$ cat src/shared/ctw_defs.vh
`ifndef CTW_DEFS_VH
`define CTW_DEFS_VH
// ----------------------------------------
// Segment layout
// ----------------------------------------
`define CTW_SEG_BASE      16'h10C0
`define CTW_FIRST_REC     16'h10C2
`define CTW_SEG_LAST      16'h10FF
`define CTW_SEG_END       16'h1100
`define CTW_HDR_BYTES     16'h0002
`define CTW_WORD_STEP     16'h0002
// ----------------------------------------
// Tag codes
// ----------------------------------------
`define CTW_TAG_EMPTY     8'hFE
`define CTW_TAG_OSC       8'h01
`define CTW_TAG_CONV      8'h08
// ----------------------------------------
// Oscillator record offsets (value field)
// ----------------------------------------
`define CTW_OSC_RNG_1M    4'h7
`define CTW_OSC_STP_1M    4'h6
`define CTW_OSC_RNG_8M    4'h5
`define CTW_OSC_STP_8M    4'h4
`define CTW_OSC_RNG_12M   4'h3
`define CTW_OSC_STP_12M   4'h2
`define CTW_OSC_RNG_16M   4'h1
`define CTW_OSC_STP_16M   4'h0
`define CTW_OSC_LEN       4'h8
// ----------------------------------------
// Converter record word offsets (value field)
// ----------------------------------------
`define CTW_CNV_GAIN      5'h00
`define CTW_CNV_OFFS      5'h02
`define CTW_CNV_LREF      5'h04
`define CTW_CNV_LT30      5'h06
`define CTW_CNV_LT85      5'h08
`define CTW_CNV_HREF      5'h0A
`define CTW_CNV_HT30      5'h0C
`define CTW_CNV_HT85      5'h0E
`define CTW_CNV_LEN       5'h10
// ----------------------------------------
// Frequency select codes
// ----------------------------------------
`define CTW_FSEL_1M       2'h0
`define CTW_FSEL_8M       2'h1
`define CTW_FSEL_12M      2'h2
`define CTW_FSEL_16M      2'h3
`endif

$ cat src/hdl/ctw_walker.v
// Contract
// First segment word is the checksum; it covers 0x10C2 through 0x10FF.
// Check value is XOR of the 31 words after the checksum word.
// Valid only if XOR plus stored checksum is zero; else flag error.
// Record parsing starts at 0x10C2 reading a tag byte.
// Byte after tag is the value-field length in bytes.
// Next tag address is tag address plus two plus length.
// Walk stops when next tag address reaches segment end; the code stops at 0x10FF, the last segment byte.
// Tag 0xFE is filler: extract nothing, skip by length.
// Tag 0x01 marks the oscillator calibration record.
// Tag 0x08 marks the converter calibration record.
// Unknown tags are skipped by length without ending the walk.
// Oscillator bytes: 1 MHz at offsets 7/6, 8 MHz at 5/4.
// Oscillator bytes: 12 MHz at offsets 3/2, 16 MHz at 1/0.
// Apply: clear step register, write range, then write step.
// Oscillator bytes may be fetched at fixed absolute addresses.
// Converter words: gain 0, offset 2, low-reference scale 4.
// Converter words: low temps 6/8, high scale 10, high temps 12/14.
`timescale 1ns/10ps
`include "ctw_defs.vh"
module ctw_walker (
  // Clock and reset
  input  wire        clock_i,
  input  wire        sys_rst_i,
  // Control
  input  wire        start_i,
  input  wire [1:0]  freq_sel_i,
  input  wire        apply_en_i,
  input  wire        direct_osc_i,
  // Flash information memory read port
  output reg         mem_rd_o,
  output reg  [15:0] mem_addr_o,
  input  wire        mem_ack_i,
  input  wire [15:0] mem_data_i,
  // Clock-control register writes
  output reg         clk_wr_o,
  output reg         clk_sel_range_o,
  output reg  [7:0]  clk_wdata_o,
  // Status
  output reg         busy_o,
  output reg         done_o,
  output reg         seg_valid_o,
  output reg         chk_err_o,
  output reg         osc_found_o,
  output reg         conv_found_o,
  // Extracted calibration
  output reg  [7:0]  range_byte_o,
  output reg  [7:0]  step_byte_o,
  output reg  [15:0] gain_word_o,
  output reg  [15:0] offset_word_o,
  output reg  [15:0] low_reference_scale_word_o,
  output reg  [15:0] low_ref_temp30_result_o,
  output reg  [15:0] low_ref_temp85_result_o,
  output reg  [15:0] high_reference_scale_word_o,
  output reg  [15:0] high_ref_temp30_result_o,
  output reg  [15:0] high_ref_temp85_result_o
);

  // ----------------------------------------
  // States
  // ----------------------------------------
  localparam [3:0] ST_IDLE = 4'h0;
  localparam [3:0] ST_CHK  = 4'h1;
  localparam [3:0] ST_HDR  = 4'h2;
  localparam [3:0] ST_VAL  = 4'h3;
  localparam [3:0] ST_NEXT = 4'h4;
  localparam [3:0] ST_AP0  = 4'h5;
  localparam [3:0] ST_AP1  = 4'h6;
  localparam [3:0] ST_AP2  = 4'h7;
  localparam [3:0] ST_DONE = 4'h8;
  localparam [3:0] ST_DIR  = 4'h9;

  reg [3:0]  state_r;
  reg [15:0] addr_r;
  reg [15:0] xor_r;
  reg [15:0] csum_r;
  reg [15:0] tag_addr_r;
  reg [7:0]  tag_r;
  reg [7:0]  len_r;
  reg [7:0]  voff_r;

  // Offset of the range byte for the selected frequency
  function [3:0] rng_off;
    input [1:0] sel;
    begin
      case (sel)
        `CTW_FSEL_1M:  rng_off = `CTW_OSC_RNG_1M;
        `CTW_FSEL_8M:  rng_off = `CTW_OSC_RNG_8M;
        `CTW_FSEL_12M: rng_off = `CTW_OSC_RNG_12M;
        default:       rng_off = `CTW_OSC_RNG_16M;
      endcase
    end
  endfunction

  // Word address: tag header plus a value offset, word aligned
  function [15:0] val_addr;
    input [15:0] tag_a;
    input [7:0]  off;
    begin
      val_addr = tag_a + `CTW_HDR_BYTES + {8'h00, off};
    end
  endfunction

  // Pick a byte out of a word by address parity (low byte at even)
  function [7:0] pick_byte;
    input [15:0] w;
    input        odd;
    begin
      pick_byte = odd ? w[15:8] : w[7:0];
    end
  endfunction

  wire [3:0]  sel_rng_off = rng_off(freq_sel_i);
  wire [15:0] next_tag    = tag_addr_r + `CTW_HDR_BYTES + {8'h00, len_r};
  wire [15:0] osc_base    = `CTW_SEG_END - `CTW_HDR_BYTES - {12'h000, `CTW_OSC_LEN};

  // ----------------------------------------
  // Walker sequencer
  // ----------------------------------------
  always @(posedge clock_i or posedge sys_rst_i) begin
    if (sys_rst_i) begin
      state_r      <= ST_IDLE;
      addr_r       <= 16'h0000;
      xor_r        <= 16'h0000;
      csum_r       <= 16'h0000;
      tag_addr_r   <= 16'h0000;
      tag_r        <= 8'h00;
      len_r        <= 8'h00;
      voff_r       <= 8'h00;
      mem_rd_o     <= 1'b0;
      mem_addr_o   <= 16'h0000;
      clk_wr_o     <= 1'b0;
      clk_sel_range_o <= 1'b0;
      clk_wdata_o  <= 8'h00;
      busy_o       <= 1'b0;
      done_o       <= 1'b0;
      seg_valid_o  <= 1'b0;
      chk_err_o    <= 1'b0;
      osc_found_o  <= 1'b0;
      conv_found_o <= 1'b0;
      range_byte_o <= 8'h00;
      step_byte_o  <= 8'h00;
      gain_word_o  <= 16'h0000;
      offset_word_o <= 16'h0000;
      low_reference_scale_word_o  <= 16'h0000;
      low_ref_temp30_result_o     <= 16'h0000;
      low_ref_temp85_result_o     <= 16'h0000;
      high_reference_scale_word_o <= 16'h0000;
      high_ref_temp30_result_o    <= 16'h0000;
      high_ref_temp85_result_o    <= 16'h0000;
    end else begin
      done_o   <= 1'b0;
      clk_wr_o <= 1'b0;
      // Read strobe is one cycle; each read state waits for the acknowledge
      mem_rd_o <= 1'b0;
      case (state_r)
        ST_IDLE: begin
          if (start_i) begin
            busy_o      <= 1'b1;
            seg_valid_o <= 1'b0;
            chk_err_o   <= 1'b0;
            osc_found_o <= 1'b0;
            conv_found_o <= 1'b0;
            xor_r       <= 16'h0000;
            mem_rd_o    <= 1'b1;
            if (direct_osc_i) begin
              // Fixed location, no chain walk and no checksum
              state_r    <= ST_DIR;
              mem_addr_o <= val_addr(osc_base, {4'h0, sel_rng_off & 4'hE});
            end else begin
              state_r    <= ST_CHK;
              addr_r     <= `CTW_SEG_BASE;
              mem_addr_o <= `CTW_SEG_BASE;
            end
          end
        end
        ST_CHK: if (mem_ack_i) begin
          if (addr_r == `CTW_SEG_BASE)
            csum_r <= mem_data_i;
          else
            xor_r <= xor_r ^ mem_data_i;
          if (addr_r == `CTW_SEG_END - `CTW_WORD_STEP) begin
            // Sum of XOR and stored word must wrap to zero
            if ((xor_r ^ mem_data_i) + csum_r == 16'h0000) begin
              seg_valid_o <= 1'b1;
              tag_addr_r  <= `CTW_FIRST_REC;
              mem_addr_o  <= `CTW_FIRST_REC;
              mem_rd_o    <= 1'b1;
              state_r     <= ST_HDR;
            end else begin
              chk_err_o <= 1'b1;
              state_r   <= ST_DONE;
            end
          end else begin
            addr_r     <= addr_r + `CTW_WORD_STEP;
            mem_addr_o <= addr_r + `CTW_WORD_STEP;
            mem_rd_o   <= 1'b1;
          end
        end
        ST_HDR: if (mem_ack_i) begin
          // Records start on even addresses: tag low, length high
          tag_r  <= mem_data_i[7:0];
          len_r  <= mem_data_i[15:8];
          voff_r <= 8'h00;
          if (mem_data_i[7:0] == `CTW_TAG_OSC) begin
            osc_found_o <= 1'b1;
            mem_addr_o  <= val_addr(tag_addr_r, {4'h0, sel_rng_off & 4'hE});
            mem_rd_o    <= 1'b1;
            state_r     <= ST_VAL;
          end else if (mem_data_i[7:0] == `CTW_TAG_CONV) begin
            conv_found_o <= 1'b1;
            mem_addr_o   <= val_addr(tag_addr_r, 8'h00);
            mem_rd_o     <= 1'b1;
            state_r      <= ST_VAL;
          end else begin
            state_r <= ST_NEXT;
          end
        end
        ST_VAL: if (mem_ack_i) begin
          if (tag_r == `CTW_TAG_OSC) begin
            range_byte_o <= pick_byte(mem_data_i, sel_rng_off[0]);
            step_byte_o  <= pick_byte(mem_data_i, ~sel_rng_off[0]);
            state_r      <= apply_en_i ? ST_AP0 : ST_NEXT;
          end else begin
            case (voff_r[4:0])
              `CTW_CNV_GAIN: gain_word_o <= mem_data_i;
              `CTW_CNV_OFFS: offset_word_o <= mem_data_i;
              `CTW_CNV_LREF: low_reference_scale_word_o <= mem_data_i;
              `CTW_CNV_LT30: low_ref_temp30_result_o <= mem_data_i;
              `CTW_CNV_LT85: low_ref_temp85_result_o <= mem_data_i;
              `CTW_CNV_HREF: high_reference_scale_word_o <= mem_data_i;
              `CTW_CNV_HT30: high_ref_temp30_result_o <= mem_data_i;
              default:       high_ref_temp85_result_o <= mem_data_i;
            endcase
            if (voff_r[4:0] == `CTW_CNV_HT85) begin
              state_r <= ST_NEXT;
            end else begin
              voff_r     <= voff_r + 8'h02;
              mem_addr_o <= val_addr(tag_addr_r, voff_r + 8'h02);
              mem_rd_o   <= 1'b1;
            end
          end
        end
        ST_NEXT: begin
          // Chain to the next record, stop once the next tag reaches the last segment byte 0x10FF
          if (next_tag >= `CTW_SEG_LAST) begin
            state_r <= ST_DONE;
          end else begin
            tag_addr_r <= next_tag;
            mem_addr_o <= next_tag;
            mem_rd_o   <= 1'b1;
            state_r    <= ST_HDR;
          end
        end
        ST_DIR: if (mem_ack_i) begin
          osc_found_o  <= 1'b1;
          range_byte_o <= pick_byte(mem_data_i, sel_rng_off[0]);
          step_byte_o  <= pick_byte(mem_data_i, ~sel_rng_off[0]);
          state_r      <= apply_en_i ? ST_AP0 : ST_DONE;
        end
        ST_AP0: begin
          clk_wr_o        <= 1'b1;
          clk_sel_range_o <= 1'b0;
          clk_wdata_o     <= 8'h00;
          state_r         <= ST_AP1;
        end
        ST_AP1: begin
          clk_wr_o        <= 1'b1;
          clk_sel_range_o <= 1'b1;
          clk_wdata_o     <= range_byte_o;
          state_r         <= ST_AP2;
        end
        ST_AP2: begin
          clk_wr_o        <= 1'b1;
          clk_sel_range_o <= 1'b0;
          clk_wdata_o     <= step_byte_o;
          state_r         <= direct_osc_i ? ST_DONE : ST_NEXT;
        end
        ST_DONE: begin
          busy_o  <= 1'b0;
          done_o  <= 1'b1;
          state_r <= ST_IDLE;
        end
        default: state_r <= ST_IDLE;
      endcase
    end
  end

endmodule // ctw_walker

$ cat config.mk
export PLATFORM = sky130hd
export DESIGN_NAME = ctw_walker
export DESIGN_NICKNAME = d
export VERILOG_FILES = /design/src/hdl/ctw_walker.v
export VERILOG_INCLUDE_DIRS = /design/src /design/src/shared
export SDC_FILE = /design/constraint.sdc
export NUM_CORES = 1
export LEC_CHECK = 0
export BUFFER_PORTS_ARGS = -buffer_cell sky130_fd_sc_hd__buf_2
export CAP_MARGIN = 30
export CORE_ASPECT_RATIO = 0.5
export CORE_MARGIN = 10
export CORE_UTILIZATION = 41
export DETAILED_ROUTE_END_ITERATION = 6
export GPL_ROUTABILITY_DRIVEN = 0
export PLACE_DENSITY = 0.69
export SLEW_MARGIN = 20
export SYNTH_ARGS = -nofsm -noshare
export SYNTH_HDL_FRONTEND = slang
export SYNTH_SLANG_ARGS = --single-unit
$ cat constraint.sdc
create_clock -name clock_i -period 8.05 [get_ports clock_i]
set_input_delay 0.4025 -clock clock_i [delete_from_list [all_inputs] [get_ports clock_i]]
set_output_delay 0.4025 -clock clock_i [all_outputs]
set_load 0.01 [all_outputs]
# ---- Word-level counts from Yosys, hierarchy flattened
# Index checks and enable logic that the tools add are counted.
# Widths: inputs -> output; s select.
dict set report word_totals {
  reg_bits 269
  rom_bits 0
  n_memories 0
  ramBits 0
  latchBits 0
}
dict set report classes {
  n_lt_le_gt_ge 1
  n_addsub 8
  bitwise 3
  n_eq_ne 44
  reduce_logical 39
  n_shift 0
  div_mod_pow 0
  mux 93
  multipliers 0
}
# cell n
set op_table {}
lappend op_table {{$mux 16} 20}
lappend op_table {{$mux 8} 12}
lappend op_table {{$pmux 16 s2} 3}
lappend op_table {{$pmux 16 s5} 1}
lappend op_table {{$mux 4} 13}
lappend op_table {{$pmux 8 s2} 3}
lappend op_table {{$reduce_and 4->1} 10}
lappend op_table {{$ne 2x2->1 const B} 18}
lappend op_table {{$pmux 4 s9} 1}
lappend op_table {{$reduce_and 5->1} 7}
lappend op_table {{$add 16x2->16 const B} 2}
lappend op_table {{$add 16x8->16} 2}
lappend op_table {{$eq 16x13->1 const B} 2}
lappend op_table {{$mux 1} 28}
lappend op_table {{$pmux 8 s3} 1}
lappend op_table {{$eq 5x4->1 const B} 4}
lappend op_table {{$add 16x16->16} 1}
lappend op_table {{$add 16x3->16} 1}
lappend op_table {{$eq 4x3->1 const B} 4}
lappend op_table {{$eq 8x1->1 const B} 2}
lappend op_table {{$ge 16x13->1 const B} 1}
lappend op_table {{$logic_not 16->1} 1}
lappend op_table {{$xor 16x16->16} 1}
lappend op_table {{$add 13x4->14 const A} 1}
lappend op_table {{other kinds (30)} 49}

# ---- Logic depth before layout (Yosys ltp)
# Gate-level depths: netlist (run 1).
dict set report logic_depth {
  ltp_word 7
  ltp_mapped 16
  ltp_nobuf 14
}

# ---- Worst setup path before layout (run 1)
# No wires, ideal clock.
dict set report synth_timing {
  path_type {register -> register}
  start {register tag_addr_r[1]}
  end {register mem_addr_o[0]}
  path_stages_with_launch 17
  arrival_time_ns 3.618
  n_path_buf 2
  setup_slack_ns 4.307
  t_required_ns 7.925
  cell_sequence {dfrtp_1 -> ha_1 -> buf_2 -> nand2_1 -> nor3_1 -> xnor2_1 -> inv_1 -> ha_1 -> nor3b_1 -> o22a_1 -> nand3_1 -> o22a_1 -> a41oi_1 -> a211oi_2 -> o21ai_2 -> buf_6 -> mux2_4}
}
dict set report synth_via {
  elab_chain_cells 5
}
# item line_no
set synth_lines {}
lappend synth_lines {{start, declared} ctw_walker.v:77} ;# reg [15:0] tag_addr_r;
lappend synth_lines {{start signal, assigned} ctw_walker.v:186} ;# tag_addr_r <= `CTW_FIRST_REC;
lappend synth_lines {{start signal, assigned} ctw_walker.v:249} ;# tag_addr_r <= next_tag;
lappend synth_lines {{$add 16x2->16 (no line)} -}
lappend synth_lines {{$add 16x8->16} ctw_walker.v:114} ;# wire [15:0] next_tag = tag_addr_r + `CTW_HDR_BYTES + {8'h00, len_r};
lappend synth_lines {{$ge 16x13->1 (no line)} -}
lappend synth_lines {{$ne 2x2->1 (no line)} -}
lappend synth_lines {{$reduce_and 10->1 (no line)} -}
lappend synth_lines {{end signal, assigned} ctw_walker.v:169} ;# mem_addr_o <= val_addr(osc_base, {4'h0, sel_rng_off & 4'hE});
lappend synth_lines {{end signal, assigned} ctw_walker.v:173} ;# mem_addr_o <= `CTW_SEG_BASE;
lappend synth_lines {{end signal, assigned} ctw_walker.v:187} ;# mem_addr_o <= `CTW_FIRST_REC;
lappend synth_lines {{end, declared} ctw_walker.v:32} ;# output reg [15:0] mem_addr_o,
# No other way between the ends.
# A chain may end at the register's enable or synchronous reset.

# ---- Worst setup path in the final report (run 1)
dict set report layout_timing {
  start {register tag_addr_r[1]}
  end {register tag_addr_r[10]}
}
dict set report layout_via {
  elab_chain_cells 5
}
# item line_no
set layout_lines {}
lappend layout_lines {{$add 16x2->16 (no line) *} -}
lappend layout_lines {{$add 16x8->16 *} ctw_walker.v:114}
lappend layout_lines {{$ge 16x13->1 (no line)} -}
lappend layout_lines {{$ne 2x2->1 (no line)} -}
lappend layout_lines {{$reduce_and 5->1 (no line)} -}
# Mark *: on every way between the ends. The rest lies on a longest branch, timed or not. The select of a mux whose other input is x is not followed.

==> impl_metrics.tcl, run 1 <==
set metrics [dict create \
    clock-root-buffer "clkbuf_16" \
    grt_pass1_vias 10740 \
    htree_levels 1 \
    yosysSeqAreaShare_pct 47.24 \
    avgSynthCellArea_sq_um 10.81 \
    drt_iter0_drc 848 \
    row_count 47 \
    async_reset_ff_share_pct 100.0 \
    ys_types 79 \
    cts_setup_buffers 0 \
    route.vias.total 10890 \
    netlist_instances 1308 \
    die_area_sq_um 42780 \
    final_cells 1946 \
    ys.warnings.count 0 \
    sw_frac_of_total_pct 39.57 \
    ir_drop_uv 180.8 \
    dp_cells 1895 \
    whs_ps 225.9 \
    required_ps 8510 \
    fillers 3068 \
    crit_arrival_ps 5400 \
    seqPwrFrac_pct 35.4 \
    antenna_found_initial 0 \
    tns_ps 0 \
    gr-usage-all-layers_pct 19.19 \
    antenna_cells 0 \
    power.internal_uw 3161 \
    clkPwrFrac_pct 23.9 \
    synth_edf_count 0 \
    dr_wl_met2_um 20290 \
    fin_skew_ps 21.27 \
    crit_path_end_kind "register" \
    cp_max_fo 17 \
    io_pins 201 \
    synthTopCellsByArea "dfrtp_1 47%, mux2_2 15%, ha_1 3.3%" \
    fmax_mhz 202.2 \
    nNetsFinal 1549 \
    overflow 0 \
    tritoncts "yes" \
    drc_errors 0 \
    grt_first_pass_wirelength_um 64440 \
    postLayoutCellArea_sq_um 16510 \
    numCtsBuffers 26 \
    wire_per_inst_um 21.46 \
    viasPerCell 5.595 \
    yosys.area.top_type "dfrtp_1" \
    seq_area_sq_um 6681 \
    multi_input_area_sq_um 7057 \
    placed_cell_area_sq_um 15590 \
    clkTransAtPathRegs_ps 70 \
    synth_nets 1372 \
    dieHeight_um 151.3 \
    cap_violations 0 \
    top_layer "met4" \
    drt-met1-wl_um 17800 \
    ant_nets 0 \
    pwr_density_cell_nw_per_um2 316.8 \
    initial_core_util_pct 42.20 \
    clk_latency_ps 570 \
    power_uw 5230 \
    period_share_pct 61.44 \
    die_x_um 282.7 \
    worst_pin_slew_ps 972.4 \
    syn_to_final_growth_pct 16.74 \
    postCtsResizedCells 0 \
    outcome "finished clean" \
    core_area_sq_um 33520 \
    clockBufferDepth 3 \
    grt_max_degree 105 \
    timing_hold_violations_final 0 \
    setup-violations-final 0 \
    power_switching_uw 2069 \
    wl_met3_um 2506 \
    cts_sinks 267 \
    slew-limit-headroom_pct 34.93 \
    p_comb_share_pct 40.7 \
    ys_ff_latch 267 \
    power.leakage_uw 0.008109 \
    layout_min_cycle_time_ps 4946 \
    synth_ff_type "dfrtp_1" \
    slew_violations 0 \
    hpwl_um 30160 \
    rsz0062_at_grt "no" \
    drive_gt1_share_pct 31.89 \
    syn_area_sq_um 14140 \
    cp-start-kind "register" \
    path_class "register to register" \
    io_buffers 200 \
    routed_wl_um 41760 \
    synth_top_area_share_pct 47.24 \
    min_path_type "primary input to register" \
    drtPass1Iterations 5 \
]
[worst max-delay path, stage by stage (launching register included)]
cell and delay, ps:
dfrtp_1 430, ha_1 420, nand2_1 260, nor3_1 240
xnor2_1 220, inv_1 150, ha_1 360, nor3b_1 310
o22ai_1 240, nor3_1 380, mux2i_1 280, o21ai_0 120
nor2_1 740, a21oi_2 360, a22o_1 330
[what timing repair did]
item | in CTS | in global routing
endpoints found under the setup margin | 0 | 0
hold buffers | 1 | 0
hold endpoints to repair | 38 | 0
[stage by stage]
step	utilization (%)	setup WS (ps)
global placement	46.32	3384
floorplan	-	293.9
CTS	49.16	3187
global route	49.26	2549
detailed placement	46.52	3206
finish	49.26	3104
[cell usage after synthesis (7+ instances only)]
cell	n
nor2_1	68
nor3_1	30
xor2_1	43
a21o_1	17
mux2_2	183
o31ai_1	8
clkbuf_1	55
a211oi_1	8
nand3_1	30
nand3b_1	7
inv_1	36
and2_1	10
a22o_1	11
a21oi_1	44
mux2i_1	14
o21ai_0	88
buf_2	11
ha_1	37
or3_1	10
dfrtp_1	267
nor4_1	10
a31oi_1	7
nand4_1	13
nand2_1	118
xnor2_1	42
[power by group through the flow]
stage,registers (uW),logic [uW],clock network (uW)
floorplan,1870,1420,0
global placement,1860,2070,0
detailed placement,1870,2110,0
CTS,1850,2120,1280
global route,1890,2330,1330
finish,1850,2130,1250
[final cells by class]
cell class                      instances  area share [%]
Clock inverter                         18           1.023
Timing Repair Buffer                  219           7.274
Inverter                               37          0.8866
Tap cell                              441           3.342
Multi-Input combinational cell        934           42.74
Sequential cell                       267           40.46
Clock buffer                           30           4.274
[cell families after synthesis]
| kind of cell | count (synthesis) | share of synthesized area [%] |
|---|---|---|
| AOI/OAI and AO/OA | 258 | 11.92 |
| muxes | 204 | 16.28 |
| xor gates and xnor gates | 86 | 5.378 |
| DFF | 267 | 47.24 |
| adders and majority gates | 40 | 3.697 |
| and+or+nand+nor | 346 | 12.45 |
| buffers and inverters | 107 | 3.043 |
[cells in the final DEF, fill, tap and decap left out, types with 13 or more instances in the layout]
cell type and count:
clkbuf_16 26, nand4_1 13, ha_1 37, a21oi_1 43, inv_1 35, a21o_1 17
mux2i_1 14, mux2_2 183, nand2_1 118, nand3_1 30, buf_2 200, o21ai_0 88
nor3_1 29, nor2_1 68, xnor2_1 42, dfrtp_1 267, xor2_1 43
[metal layers]
metal	GRT usage [%]	vias up
li1	-	5076
met1	24.60	5375
met2	32.60	367
met3	3.670	69
met4	5.769	0
met5	0	-
[final timing paths]
kind                       slack [ps]  cells after the start                           to            from
min in group asynchronous         360                      3  low_ref_temp85_result_o[15]       sys_rst_i
hold / removal                    230                      3                  seg_valid_o         start_i
max in group asynchronous        6190                      5                mem_addr_o[2]       sys_rst_i
setup reg to reg                 3100                     14               tag_addr_r[10]   tag_addr_r[1]
setup / recovery                 3100                     14               tag_addr_r[10]   tag_addr_r[1]
hold reg to reg                   470                      2               clk_wdata_o[4]  clk_wdata_o[4]
[sequential cells by signal, indices dropped and copies added, names as in the netlist, 8 cells and up]
name                         cells
len_r                            8
xor_r                           16
addr_r                          15
tag_r                            8
tag_addr_r                      16
high_ref_temp85_result_o        16
offset_word_o                   16
range_byte_o                     8
high_reference_scale_word_o     16
gain_word_o                     16
clk_wdata_o                      8
csum_r                          16
step_byte_o                      8
high_ref_temp30_result_o        16
low_reference_scale_word_o      16
low_ref_temp30_result_o         16
mem_addr_o                      16
low_ref_temp85_result_o         16
Note: power is estimated with default switching activity, not from simulation.
==> run 2: changes to the inputs <==
--- a/config.mk
+++ b/config.mk
@@ -13,7 +13,7 @@
 export CORE_UTILIZATION = 41
 export DETAILED_ROUTE_END_ITERATION = 6
 export GPL_ROUTABILITY_DRIVEN = 0
-export PLACE_DENSITY = 0.69
+export PLACE_DENSITY = 0.66
 export SLEW_MARGIN = 20
 export SYNTH_ARGS = -nofsm -noshare
 export SYNTH_HDL_FRONTEND = slang
==> constraint.sdc (replaced) <==
create_clock -name clock_i -period 4.9 [get_ports clock_i]
set_input_delay 0.245 -clock clock_i [delete_from_list [all_inputs] [get_ports clock_i]]
set_output_delay 0.245 -clock clock_i [all_outputs]
set_load 0.01 [all_outputs]
==> run 2 against run 1 <==
  * Combinational power up 66%
  * Flip-flop and latch count unchanged
  * Non-clock buffer count up 5
  * Count of clock-buffer cells in the layout up 8
  * Clock skew down 9.9 ps
  * Via count up 2.5%
  * Sequential power up 65%
  * Register-to-register slack worse by 2600 ps
  * Routed wire length up 1.9%
  * Largest power group unchanged
==> impl_metrics.tcl, run 2 (same netlist as run 1, synthesis figures left out) <==
set metrics [dict create \
    final_cells 1955 \
    tns_ps 0 \
    pwr_density_cell_nw_per_um2 534.2 \
    clk_latency_ps 580 \
    period_share_pct 90.44 \
    slew_violations 0 \
    drt_iter0_drc 910 \
    gr-usage-all-layers_pct 19.53 \
    viasPerCell 5.708 \
    wire_per_inst_um 21.78 \
    crit_arrival_ps 4880 \
    setup-violations-final 0 \
    grt_first_pass_wirelength_um 65800 \
    cts_sinks 267 \
    p_comb_share_pct 39.8 \
    drtPass1Iterations 6 \
    antenna_found_initial 0 \
    worst_pin_slew_ps 927.5 \
    die_x_um 282.7 \
    min_path_type "primary input to register" \
    io_pins 201 \
    clkPwrFrac_pct 25.8 \
    cp_slowest_cell "dfrtp_1" \
    outcome "finished clean" \
    crit_path_end_kind "register" \
    power_switching_uw 3452 \
    clockBufferDepth 3 \
    drc_errors 0 \
    required_ps 5350 \
    drive_gt1_share_pct 32.17 \
    routed_wl_um 42570 \
    layout_min_cycle_time_ps 4432 \
    ir_drop_uv 290.0 \
    clock-root-buffer "clkbuf_16" \
    power.internal_uw 5438 \
    numCtsBuffers 28 \
    dp_cells 1901 \
    power_uw 8891 \
    crit_path_max_incr_delay_ps 440 \
    timing_hold_violations_final 0 \
    slew-limit-headroom_pct 37.89 \
    rsz0062_at_grt "no" \
    antenna_cells 0 \
    grt_pass1_vias 11310 \
    core_area_sq_um 33520 \
    die_area_sq_um 42780 \
    layout_common_cells "267 x dfrtp_1, 200 x buf_2, 183 x mux2_2" \
    tritoncts "yes" \
    path_class "register to register" \
    cp_max_fo 14 \
    row_count 47 \
    syn_to_final_growth_pct 17.67 \
    nNetsFinal 1556 \
    sw_frac_of_total_pct 38.83 \
    crit_chain "ha_1, nand2_1, nor3_1, xnor2_1, inv_1, ha_1, nor3b_1, o22a_1, nand3_1, o22a_1, a41oi_1, a211oi_2, o21ai_2, buf_6, mux2_2" \
    fmax_mhz 225.7 \
    power.leakage_uw 0.008194 \
    seqPwrFrac_pct 34.4 \
    grt_max_degree 165 \
    route.vias.total 11160 \
    fin_skew_ps 11.33 \
    htree_levels 1 \
    hpwl_um 31070 \
    cap_violations 0 \
    io_buffers 200 \
    clkTransAtPathRegs_ps 60 \
    final_common_cell "dfrtp_1" \
    cp-start-kind "register" \
    overflow 0 \
    dieHeight_um 151.3 \
    initial_core_util_pct 42.20 \
    ant_nets 0 \
]
run 2: power by group through the flow:
stage	Clock [uW]	Combinational (uW)	Sequential, uW
2_1_floorplan	0	2340	3080
3_3_place_gp	0	3380	3060
3_5_place_dp	0	3480	3080
4_1_cts	2340	3500	3050
5_1_grt	2430	3840	3120
6_report	2290	3540	3060
run 2: final timing paths:
| path | slack [ps] | endpoint | cells after the start | start |
|---|---|---|---|---|
| hold / removal | 40 | busy_o | 3 | start_i |
| setup reg to reg | 470 | mem_addr_o[7] | 15 | tag_addr_r[1] |
| max in group asynchronous | 3210 | addr_r[8] | 4 | sys_rst_i |
| hold reg to reg | 490 | clk_wdata_o[2] | 2 | clk_wdata_o[2] |
| min in group asynchronous | 360 | low_ref_temp85_result_o[10] | 3 | sys_rst_i |
| setup / recovery | 470 | mem_addr_o[7] | 15 | tag_addr_r[1] |
run 2: layout make-up:
| class | instances | area (sq um) |
|---|---|---|
| sequential | 267 | 6681 |
| fill | 3055 | 16880 |
| timing repair buffer | 224 | 1207 |
| multi-input combinational | 934 | 7051 |
| clock buffer | 38 | 818.3 |
| clock inverter | 14 | 191.4 |
| inverter | 37 | 142.6 |
| tap | 441 | 551.8 |
run 2: stage by stage:
stage | instance area, sq um | util (%) | hold WS [ps] | setup WS (ps)
global route | 16640 | 49.65 | 65.87 | 121.6
finish | 16640 | 49.65 | 37.29 | 468.5
global placement | 15600 | 46.53 | 405.1 | 633.2
CTS | 16630 | 49.62 | 25.34 | 441.3
floorplan | 14150 | - | 396.7 | 1130
detailed placement | 15610 | 46.58 | 415.6 | 464.0
run 2: critical path: cells and delay by family (launching register included):
family	cells	cell delay [ps]
XOR/XNOR	1	210
adder cells (fa/ha/maj)	2	770
AO/OA/AOI/OAI	5	1130
AND/OR/NAND/NOR	4	1000
multiplexers	1	350
flip-flops	1	440
buffers and inverters	2	400
run 2: repair_timing:
action | 4_1_cts | 5_1_grt
endpoints found under the hold margin | 33 | 0
buffers inserted | 0 | 0
gates resized for setup | 0 | 0
hold buffers | 1 | 0
run 2: layer usage:
layer  vias up  wire, um  share of wire [%]  GRT usage [%]
li1       5072         -                  -              -
met2       431     20600                 48          33.46
met4         0      1687                4.0          7.648
met1      5557     17930                 42          24.65
met3        99      2360                5.5          2.964
met5         -         0                  0              0
